### config.mk
export PLATFORM = sky130hd
export DESIGN_NAME = ddr2_command_bank_refresh
export DESIGN_NICKNAME = d
export VERILOG_FILES = /design/src/rtl/ddr2_cmd_pkg.sv /design/src/rtl/ddr2_bank_fsm.sv /design/src/rtl/ddr2_command_bank_refresh.sv
export SDC_FILE = /design/constraint.sdc
export NUM_CORES = 1
export LEC_CHECK = 0
export ABC_CLOCK_PERIOD_IN_PS = 4100
export CORE_MARGIN = 4
export CORE_UTILIZATION = 35
export DETAILED_ROUTE_END_ITERATION = 7
export DONT_BUFFER_PORTS = 1
export GPL_TIMING_DRIVEN = 0
export PLACE_DENSITY_LB_ADDON = 0.2
export RECOVER_POWER = 25
export SETUP_SLACK_MARGIN = 0.15
export SLEW_MARGIN = 30
export SYNTH_ARGS = -nofsm -noshare
export SYNTH_HDL_FRONTEND = slang
export SYNTH_SLANG_ARGS = --single-unit
### constraint.sdc
create_clock -name CLK_SYS_IN -period 4.1 [get_ports CLK_SYS_IN]
set_clock_uncertainty 0.2 [all_clocks]
set_input_delay 0.41 -clock CLK_SYS_IN [delete_from_list [all_inputs] [get_ports CLK_SYS_IN]]
set_output_delay 0.41 -clock CLK_SYS_IN [all_outputs]
set_load 0.02 [all_outputs]
### src/rtl/ddr2_cmd_pkg.sv
// Shared constants for the DDR2 command, bank and refresh logic
package ddr2_cmd_pkg;
    localparam int NUM_BANKS    = 8;
    localparam int BANK_W       = 3;
    localparam int ROW_W        = 13;
    localparam int COL_W        = 10;
    localparam int AP_BIT       = 10;
    localparam int AL_MAX       = 6;
    localparam int AL_W         = 3;
    localparam int WR_W         = 3;
    localparam int CNT_W        = 6;
    localparam int REF_ROW_W    = 13;
    // Internal self refresh timer: 7.8 us interval at 20 MHz
    localparam int REFI_NS      = 7800;
    localparam int CLK_NS       = 50;
    localparam int REFI_CYC     = REFI_NS / CLK_NS;
    localparam int TMR_W        = 16;
    localparam logic [AL_W-1:0]  AL_RESET = 3'h0;
    localparam logic [WR_W-1:0]  WR_RESET = 3'h2;
    localparam logic [CNT_W-1:0] BL_HALF4 = 6'h02;
    localparam logic [CNT_W-1:0] BL_HALF8 = 6'h04;
    localparam logic [CNT_W-1:0] CNT_ONE  = 6'h01;

    typedef enum logic [3:0] {
        CMD_NOP, CMD_ACT, CMD_RD, CMD_WR, CMD_PRE, CMD_PREA,
        CMD_REF, CMD_SRE, CMD_MRS, CMD_DESEL
    } cmd_t;
endpackage

### src/rtl/ddr2_bank_fsm.sv
// One bank's idle/open state and auto-precharge countdown
`timescale 1ns/1ns
module ddr2_bank_fsm
    import ddr2_cmd_pkg::*;
(
    // Clock and reset
    input  wire logic             clk_in,
    input  wire logic             rst_in,
    // Command strobes for this bank
    input  wire logic             act_in,
    input  wire logic             pre_in,
    input  wire logic             ap_start_in,
    input  wire logic [CNT_W-1:0] ap_delay_in,
    input  wire logic [ROW_W-1:0] row_in,
    // State
    output logic                  open_out,
    output logic [ROW_W-1:0]      row_out,
    output logic                  ap_busy_out
);
    logic [CNT_W-1:0] ap_cnt;

    // Open row tracking per bank; precharge wins over a pending count
    always_ff @(posedge clk_in) begin
        if (rst_in) begin
            open_out <= 1'b0;
            row_out  <= '0;
        end else if (pre_in || (ap_busy_out && ap_cnt == CNT_ONE)) begin
            open_out <= 1'b0;
        end else if (act_in) begin
            open_out <= 1'b1;
            row_out  <= row_in;
        end
    end

    always_ff @(posedge clk_in) begin
        if (rst_in) begin
            ap_busy_out <= 1'b0;
            ap_cnt      <= '0;
        end else if (pre_in) begin
            ap_busy_out <= 1'b0;
            ap_cnt      <= '0;
        end else if (ap_start_in) begin
            ap_busy_out <= 1'b1;
            ap_cnt      <= ap_delay_in;
        end else if (ap_busy_out) begin
            ap_cnt <= ap_cnt - CNT_ONE;
            if (ap_cnt == CNT_ONE) begin
                ap_busy_out <= 1'b0;
            end
        end
    end
endmodule // ddr2_bank_fsm

### src/rtl/ddr2_command_bank_refresh.sv
// DDR2 command decoder with bank state, auto-precharge and refresh
// Contract
// Controller waits turn-off delay before termination write
// Controller keeps termination pin low through update
// Activate decode opens addressed bank row
// Read/write accepted next cycle, delayed by AL
// Additive latency 0 to 6 supported
// Controller precharges before reactivating; spacing timings
// Controller limits four activates per window
// Controller waits precharge time plus one after all
// Read decode; address bit ten selects auto-precharge
// Write decode; address bit ten selects auto-precharge
// Read auto-precharge starts after AL plus BL/2
// Write auto-precharge after burst and write recovery
// Precharge-all closes every bank
// Self refresh entry with clock enable low
// Controller disables termination before self refresh
// Self refresh: DLL off, internal timer, only CKE
// Controller keeps clock stable before exit
// Controller sends NOPs during exit interval
// Controller refreshes once between self refreshes
// Refresh leaves all banks idle
// Refresh rows generated internally, address ignored
// Controller refreshes at average interval
// Each bank tracks own idle or open state
`timescale 1ns/1ns
module ddr2_command_bank_refresh
    import ddr2_cmd_pkg::*;
#(
    parameter int REFI_CYCLES = REFI_CYC
)(
    // Clock and reset
    input  wire logic                 CLK_SYS_IN,
    input  wire logic                 SYS_RST_IN,
    // Command pins from the controller
    input  wire logic                 CKE_IN,
    input  wire logic                 CS_N_IN,
    input  wire logic                 RAS_N_IN,
    input  wire logic                 CAS_N_IN,
    input  wire logic                 WE_N_IN,
    input  wire logic [BANK_W-1:0]    BA_IN,
    input  wire logic [ROW_W-1:0]     ADDR_IN,
    input  wire logic                 ODT_IN,
    // Latency settings held by the mode registers
    input  wire logic [AL_W-1:0]      ADD_LAT_IN,
    input  wire logic [WR_W-1:0]      WR_REC_IN,
    input  wire logic                 BURST8_IN,
    // Bank and mode status
    output logic [NUM_BANKS-1:0]      BANK_OPEN_OUT,
    output logic                      DLL_ON_OUT,
    output logic                      SELF_REF_OUT,
    output logic                      TERM_ON_OUT,
    // Internal column command after additive latency
    output logic                      COL_VALID_OUT,
    output logic                      COL_WRITE_OUT,
    output logic [BANK_W-1:0]         COL_BANK_OUT,
    output logic [COL_W-1:0]          COL_ADDR_OUT,
    // Refresh row in progress
    output logic                      REF_PULSE_OUT,
    output logic [REF_ROW_W-1:0]      REF_ROW_OUT
);
    // Pins come from outside this clock's domain
    logic       cke_m, cke_s, cs_m, cs_s, ras_m, ras_s;
    logic       cas_m, cas_s, we_m, we_s, odt_m, odt_s;
    logic [BANK_W-1:0] ba_m, ba_s;
    logic [ROW_W-1:0]  ad_m, ad_s;

    always_ff @(posedge CLK_SYS_IN) begin
        if (SYS_RST_IN) begin
            {cke_m, cs_m, ras_m, cas_m, we_m, odt_m} <= 6'h1e;
            {cke_s, cs_s, ras_s, cas_s, we_s, odt_s} <= 6'h1e;
            ba_m <= '0;
            ba_s <= '0;
            ad_m <= '0;
            ad_s <= '0;
        end else begin
            {cke_m, cs_m, ras_m, cas_m, we_m, odt_m} <=
                {CKE_IN, CS_N_IN, RAS_N_IN, CAS_N_IN, WE_N_IN, ODT_IN};
            {cke_s, cs_s, ras_s, cas_s, we_s, odt_s} <=
                {cke_m, cs_m, ras_m, cas_m, we_m, odt_m};
            ba_m <= BA_IN;
            ba_s <= ba_m;
            ad_m <= ADDR_IN;
            ad_s <= ad_m;
        end
    end

    logic  self_ref;
    logic  cke_prev;
    cmd_t  cmd;

    // Command decode; in self refresh only CKE is looked at
    always_comb begin
        cmd = CMD_NOP;
        if (self_ref) begin
            cmd = CMD_NOP;
        end else if (cs_s) begin
            cmd = CMD_DESEL;
        end else begin
            case ({ras_s, cas_s, we_s})
                3'h3: cmd = CMD_ACT;
                3'h5: cmd = CMD_RD;
                3'h4: cmd = CMD_WR;
                3'h2: cmd = ad_s[AP_BIT] ? CMD_PREA : CMD_PRE;
                3'h1: cmd = cke_s ? CMD_REF : CMD_SRE;
                3'h0: cmd = CMD_MRS;
                default: cmd = CMD_NOP;
            endcase
        end
    end

    // Additive latency clamped to the supported range
    logic [AL_W-1:0]  al_eff;
    logic [CNT_W-1:0] bl_half;
    assign al_eff  = (ADD_LAT_IN > AL_W'(AL_MAX)) ? AL_W'(AL_MAX)
                                                  : ADD_LAT_IN;
    assign bl_half = BURST8_IN ? BL_HALF8 : BL_HALF4;

    // Auto-precharge delays from the column command
    logic [CNT_W-1:0] rd_ap_delay, wr_ap_delay, ap_delay;
    assign rd_ap_delay = CNT_W'(al_eff) + bl_half;
    // Write latency AL+CL-1 is folded into a fixed CL-less bound
    assign wr_ap_delay = CNT_W'(al_eff) + bl_half
                       + CNT_W'(WR_REC_IN) + CNT_ONE;
    assign ap_delay = (cmd == CMD_WR) ? wr_ap_delay : rd_ap_delay;

    logic col_cmd;
    assign col_cmd = (cmd == CMD_RD) || (cmd == CMD_WR);

    // Bank state, one instance per bank
    logic [NUM_BANKS-1:0] open_v, busy_v;
    genvar g;
    generate
        for (g = 0; g < NUM_BANKS; g++) begin : g_bank
            logic sel;
            assign sel = (ba_s == BANK_W'(g));
            ddr2_bank_fsm u_bank (
                .clk_in      (CLK_SYS_IN),
                .rst_in      (SYS_RST_IN),
                .act_in      ((cmd == CMD_ACT) && sel),
                .pre_in      ((cmd == CMD_PREA) || (cmd == CMD_REF)
                              || ((cmd == CMD_PRE) && sel)),
                .ap_start_in (col_cmd && sel && ad_s[AP_BIT]),
                .ap_delay_in (ap_delay),
                .row_in      (ad_s),
                .open_out    (open_v[g]),
                .row_out     (),
                .ap_busy_out (busy_v[g])
            );
        end
    endgenerate

    always_ff @(posedge CLK_SYS_IN) begin
        if (SYS_RST_IN) begin
            BANK_OPEN_OUT <= '0;
        end else begin
            BANK_OPEN_OUT <= open_v;
        end
    end

    // Column command held for AL cycles in a shift line
    logic [AL_MAX:0]         pv;
    logic [AL_MAX:0]         pw;
    logic [BANK_W-1:0]       pb [AL_MAX:0];
    logic [COL_W-1:0]        pc [AL_MAX:0];

    // Accepted right after activate: no spacing check here
    always_ff @(posedge CLK_SYS_IN) begin
        if (SYS_RST_IN) begin
            pv <= '0;
            pw <= '0;
            for (int i = 0; i <= AL_MAX; i++) begin
                pb[i] <= '0;
                pc[i] <= '0;
            end
        end else begin
            for (int i = 0; i < AL_MAX; i++) begin
                pv[i] <= pv[i+1];
                pw[i] <= pw[i+1];
                pb[i] <= pb[i+1];
                pc[i] <= pc[i+1];
            end
            pv[AL_MAX] <= 1'b0;
            pw[AL_MAX] <= 1'b0;
            pb[AL_MAX] <= '0;
            pc[AL_MAX] <= '0;
            if (col_cmd) begin
                pv[al_eff] <= 1'b1;
                pw[al_eff] <= (cmd == CMD_WR);
                pb[al_eff] <= ba_s;
                pc[al_eff] <= ad_s[COL_W-1:0];
            end
        end
    end

    always_ff @(posedge CLK_SYS_IN) begin
        if (SYS_RST_IN) begin
            COL_VALID_OUT <= 1'b0;
            COL_WRITE_OUT <= 1'b0;
            COL_BANK_OUT  <= '0;
            COL_ADDR_OUT  <= '0;
        end else begin
            COL_VALID_OUT <= pv[0];
            COL_WRITE_OUT <= pw[0];
            COL_BANK_OUT  <= pb[0];
            COL_ADDR_OUT  <= pc[0];
        end
    end

    // Self refresh entry and exit; exit is CKE rising
    always_ff @(posedge CLK_SYS_IN) begin
        if (SYS_RST_IN) begin
            self_ref <= 1'b0;
            cke_prev <= 1'b1;
        end else begin
            cke_prev <= cke_s;
            if (cmd == CMD_SRE) begin
                self_ref <= 1'b1;
            end else if (self_ref && cke_s && !cke_prev) begin
                self_ref <= 1'b0;
            end
        end
    end

    always_ff @(posedge CLK_SYS_IN) begin
        if (SYS_RST_IN) begin
            SELF_REF_OUT <= 1'b0;
            DLL_ON_OUT   <= 1'b1;
            TERM_ON_OUT  <= 1'b0;
        end else begin
            SELF_REF_OUT <= self_ref;
            DLL_ON_OUT   <= !self_ref;
            // Termination is unsupported while self refreshing
            TERM_ON_OUT  <= odt_s && !self_ref;
        end
    end

    // Internal refresh timer and row counter
    logic [TMR_W-1:0]     tmr;
    logic [REF_ROW_W-1:0] ref_row;
    logic                 tmr_hit;
    assign tmr_hit = self_ref && (tmr == TMR_W'(REFI_CYCLES - 1));

    always_ff @(posedge CLK_SYS_IN) begin
        if (SYS_RST_IN || !self_ref) begin
            tmr <= '0;
        end else if (tmr_hit) begin
            tmr <= '0;
        end else begin
            tmr <= tmr + TMR_W'(1);
        end
    end

    // Address pins never feed the row counter
    always_ff @(posedge CLK_SYS_IN) begin
        if (SYS_RST_IN) begin
            ref_row       <= '0;
            REF_PULSE_OUT <= 1'b0;
            REF_ROW_OUT   <= '0;
        end else begin
            REF_PULSE_OUT <= 1'b0;
            if (cmd == CMD_REF || tmr_hit) begin
                ref_row       <= ref_row + REF_ROW_W'(1);
                REF_PULSE_OUT <= 1'b1;
                REF_ROW_OUT   <= ref_row;
            end
        end
    end
endmodule // ddr2_command_bank_refresh

# Word level (Yosys, flattened, before mapping)
# Memory sizes are Yosys's and may differ from the RTL's. A register that Yosys moved wholly into a read port is not among the register bits.
# Index checks and enable logic that the tools add are counted.
# word_totals
memories,2
wordCells,290
inputBits,31
output_inout_bits,40
ram_bits,91
ff_bits,176
# classes
add_sub_neg,13
n_eq_ne,28
n_reduce_logical,96
bitwise,16
n_mux,76
n_lt_le_gt_ge,3
# mem_list
name,words,width,rd,rd_ports_with_merged_regs,wr,line_no,source
pc,7,10,7,1,8,ddr2_command_bank_refresh.sv:165,logic [COL_W-1:0] pc [AL_MAX:0];
pb,7,3,7,1,8,ddr2_command_bank_refresh.sv:164,logic [BANK_W-1:0] pb [AL_MAX:0];
# ops
op,n
$mux W6,19
$mux W10,7
$eq A6 B1 Y1 const B,8
$sub A6 B1 Y6 const B,8
$logic_and A1 B1 Y1,45
$mux W1,36
$reduce_or A2 Y1,18
$mux W3,9
$pmux W4 S6,1
$logic_or A1 B1 Y1,20
$eq A3 B3 Y1 const B,6
$reduce_bool A2 Y1,9
$add A16 B1 Y16 const B,1
$eq A16 B8 Y1 const B,1
$eq A4 B3 Y1 const B,4
$or A1 B1 Y1,14
$add A13 B1 Y13 const B,1
$eq A3 B2 Y1 const B,4
$eq A4 B2 Y1 const B,2
$mux W4,2
$bwmux W7,1
$or A6 B7 Y7,1
$add A5 B1 Y6 const B,1
$eq A3 B1 Y1 const B,2
10 further kinds,12

# Longest topological paths before layout
# logic_depth
ltp_word,9
mapped_depth,9
depth_no_buf,8

# By module
# A second synthesis with hierarchy kept.
# hier_totals
hier_cells,1656
area_unflattened_um2,16091.7
# modules_own_cells
mod,cells_each,n_inst,area_each_um2,seq_area_each_um2
ddr2_bank_fsm,106,8,1019.7,420.4
ddr2_command_bank_refresh,808,1,7933.9,4404.2

# Worst setup path after synthesis
# No wires, ideal clock.
# synth_timing
path_type,input port to flip-flop
startpoint,input port ADD_LAT_IN[1]
endpoint,register g_bank[2].u_bank.ap_cnt[3]
path_buffers,1
cell_stages,8
required_ns,3.760
t_arrival_ns,2.208
setup_ns,0.140
path_slack_ns,1.551
cell_sequence,clkbuf_1 -> ha_1 -> fa_1 -> ha_1 -> o21a_1 -> o21ai_0 -> xor2_1 -> a211oi_1
# synth_via
elab_chain_cells,7
# synth_lines
element,line_no,source
"start, declared",ddr2_command_bank_refresh.sv:45,"input wire logic [AL_W-1:0] ADD_LAT_IN,"
$gt A3 B3 Y1,ddr2_command_bank_refresh.sv:115,assign al_eff = (ADD_LAT_IN > AL_W'(AL_MAX)) ? AL_W'(AL_MAX)
$mux W3 *,ddr2_command_bank_refresh.sv:115,
$add A3 B3 Y4 *,"ddr2_command_bank_refresh.sv:121, ddr2_command_bank_refresh.sv:123",
$add A4 B3 Y5,ddr2_command_bank_refresh.sv:124,+ CNT_W'(WR_REC_IN) + CNT_ONE;
$add A5 B1 Y6,ddr2_command_bank_refresh.sv:124,
$mux W6 *,ddr2_command_bank_refresh.sv:125,assign ap_delay = (cmd == CMD_WR) ? wr_ap_delay : rd_ap_delay;
$mux W6 *,ddr2_bank_fsm.sv:42,end else if (ap_start_in) begin
"end signal, assigned",ddr2_bank_fsm.sv:44,ap_cnt <= ap_delay_in;
"end signal, assigned",ddr2_bank_fsm.sv:46,ap_cnt <= ap_cnt - CNT_ONE;
"end, declared",ddr2_bank_fsm.sv:20,logic [CNT_W-1:0] ap_cnt;
# Every way passes the cells marked *; elsewhere a longest branch is shown, timed or not.
# A chain may end at the register's enable or synchronous reset.

==> results_dict.tcl <==
set metrics [dict create \
    setup-tns-final_ns 0 \
    synthAdderAreaFrac_pct 2.96 \
    start_kind "register" \
    fin_area_um2 12300 \
    synth-edff-count 0 \
    routed_via_density 4.63 \
    path_clk_slew_ns 0.06 \
    r2r_slack_ns 1.26 \
    path_max_fanout 10 \
    holdWs_ns 0.0444 \
    start_util_pct 35.7 \
    end_kind "register" \
    grt_max_degree 16 \
    synth_top_family_by_area "simple AND/OR/NAND/NOR gates" \
    synth.distinct_cells 50 \
    portBuffers 0 \
    power_density_nw_per_um2 447 \
    min_path_type "input port to register" \
    synth_compound_area_share_pct 11.0 \
    drt_iter0_drc 407 \
    netlist_area_um2 10700 \
    hold_violations 0 \
    synth_simple_gate_area_share_pct 24.2 \
    cts-buffers-inserted 29 \
    clock-sinks 280 \
    io_pins 71 \
    synth_common_cells "dfxtp_1, nand2_1, a21oi_1" \
    placed_area_um2 11200 \
    root_buffer "clkbuf_16" \
    totalWireLength_um 23700 \
    wire_per_inst_um 14.2 \
    synth_largest_area_cell "dfxtp_1" \
    cp-startpoint "self_ref$_SDFFE_PP0P_" \
    grt_pass1_wl_um 39800 \
    async_flop_share_pct 0 \
    dieArea_um2 33300 \
    diodes 0 \
    dp_hpwl_um 16400 \
    maxCapViolCount 0 \
    clk_path_buf_depth 3 \
    drv_slew 0 \
    placementRows 63 \
    status "completed" \
    track_usage_pct 14.3 \
    synth_nets 1261 \
    min_from "SYS_RST_IN" \
    routabilityCongestion 0.823 \
    ys_seq_area_share_pct 52.6 \
    max_freq_mhz 352 \
    cts_tree "built" \
    worst_pin_slew_ns 0.887 \
    post_cts_buffers 0 \
    vias 7750 \
    hold_depth 2 \
    arrival_ns 3.12 \
    crit_type "register to register" \
    rsz0062_at_grt "false" \
    finalCritPeriodShare_pct 69.2 \
    reg2reg_from "self_ref$_SDFFE_PP0P_" \
    layout.nets 1316 \
    die_h_um 182 \
    drc 0 \
    cts_htree_levels 1 \
    max_slew_margin_pct 40.8 \
    die_w_um 182 \
    r2r-end "pb[2][0]$_DFF_P_" \
    synthTopCellsByArea "dfxtp_1, nand2_1, a21oi_1" \
    yosys_warnings 0 \
    drive_above_1_share_pct 6.47 \
    fin_crit_ns 2.84 \
    hold_end "ad_m[2]$_SDFF_PP0_" \
    synthFlopType "dfxtp_1" \
    grt_pass1_vias 7518 \
    ys_seq_elements 280 \
    drtAntennaViolNets 0 \
    setup_viol 0 \
    leakagePower_nw 4.30 \
    fillers 3038 \
    synth-xor-area-share_pct 5.10 \
    yosys.area.top_type_share_pct 52.6 \
    area_growth_pct 15.9 \
    synth.most_common_cell "dfxtp_1" \
    reg2reg_depth 7 \
    drt_first_pass_iters 5 \
    coreArea_um2 29800 \
    synthMuxAreaShare_pct 0.493 \
    ir_drop_mv 0.307 \
    grt_overflow 0 \
    syn_inst 1206 \
    required_ns 4.39 \
    synth.avg_cell_area_um2 8.83 \
    final_core_util_pct 41.4 \
    worst_skew_pair.late_latency_ns 0.55 \
    antenna_found_initial 0 \
]
worst max-delay path by stage:
stage	endpoint	slack (ns)	cells past startpoint
finish	pb[2][0]$_DFF_P_	1.26	7
global route	pb[2][2]$_DFF_P_	1.03	7
CTS	pb[2][2]$_DFF_P_	1.26	7
detailed placement	g_bank[2].u_bank.ap_cnt[3]$_SDFFE_PP0P_	1.06	8
global placement	g_bank[2].u_bank.ap_cnt[3]$_SDFFE_PP0P_	0.89	8
floorplan	g_bank[2].u_bank.ap_cnt[3]$_SDFFE_PP0P_	1.55	8
timing repair:
item	in CTS	in global routing
endpoints found under the hold margin	43	0
hold buffers	24	0
resized for setup	0	0
metrics by stage:
stage          instances  worst slack [ns]  power [mW]
3_5_place_dp        1596              1.06        2.96
2_1_floorplan       1206              1.55        2.90
3_3_place_gp        1596             0.893        2.95
6_report            1673              1.26        5.52
5_1_grt             1673              1.03        5.72
4_1_cts             1673              1.26        5.60
layout make-up:
type                            count  area, um^2  share of cell area, %
Clock inverter                      8         109                  0.882
Inverter                           25        93.8                  0.760
Clock buffer                       45         836                   6.77
Sequential cell                   280        5610                   45.4
Multi-Input combinational cell    833        4680                   37.9
Tap cell                          390         488                   3.95
Timing Repair Buffer               24         240                   1.95
Buffer                             68         287                   2.32
worst max-delay path, cell delays in order, from the launching register on:
cell,delay (ns)
dfxtp_1,0.39
nor4b_2,0.50
buf_2,0.34
nand2_1,0.16
nor3_4,0.28
dlygate4sd3_1,0.70
nand2_1,0.07
a21oi_1,0.14
layer usage:
layer  vias to the layer above  GRT usage, %  wire, um
met3                        36          2.95      1360
met4                         0          2.91       395
met2                       147          23.1     10500
li1                       4095             -         -
met5                         -             0         0
met1                      3472          19.8     11500
power breakdown:
| group | internal (mW) | leakage [nW] | switching [mW] |
|---|---|---|---|
| sequential | 2.74 | 2.26 | 0.0180 |
| combinational | 0.0547 | 1.58 | 0.103 |
| clock | 1.53 | 0.464 | 1.07 |
| total | 4.32 | 4.30 | 1.19 |
cells in the final DEF, fill, tap and decap left out, types with 4 or more instances in the layout:
cell type	count
o21ai_1	8
a311oi_1	8
o211ai_1	4
nor2_1	112
a211oi_1	46
clkinv_2	4
ha_1	22
and3_1	17
buf_2	8
inv_1	25
clkbuf_8	5
or2_2	9
and2_1	18
xor2_1	25
nor4b_1	9
nor4_1	10
xnor2_1	36
clkbuf_2	5
nand2_1	244
nor2b_1	64
clkbuf_1	62
or3_1	4
a21oi_1	124
nor3b_1	5
dlygate4sd3_1	24
dfxtp_1	280
nand3_1	10
o21ai_0	7
nor3_1	18
clkbuf_16	29
nand4_1	4
logic make-up after synthesis:
logic type	after synthesis
AND/OR/NAND/NOR	542
flip-flops	280
AO/OA/AOI/OAI	200
buffers and inverters	93
XOR/XNOR	62
adder cells (fa/ha/maj)	24
multiplexers	5
state kept, by name, summed over array words and instances, names as in the netlist, 10 cells and up:
signal,cells
COL_ADDR_OUT,10
pb,21
g_bank.u_bank.ap_cnt,48
ref_row,13
ad_s,11
REF_ROW_OUT,13
tmr,16
ad_m,11
pc,70
(Power assumes the default switching activity.)
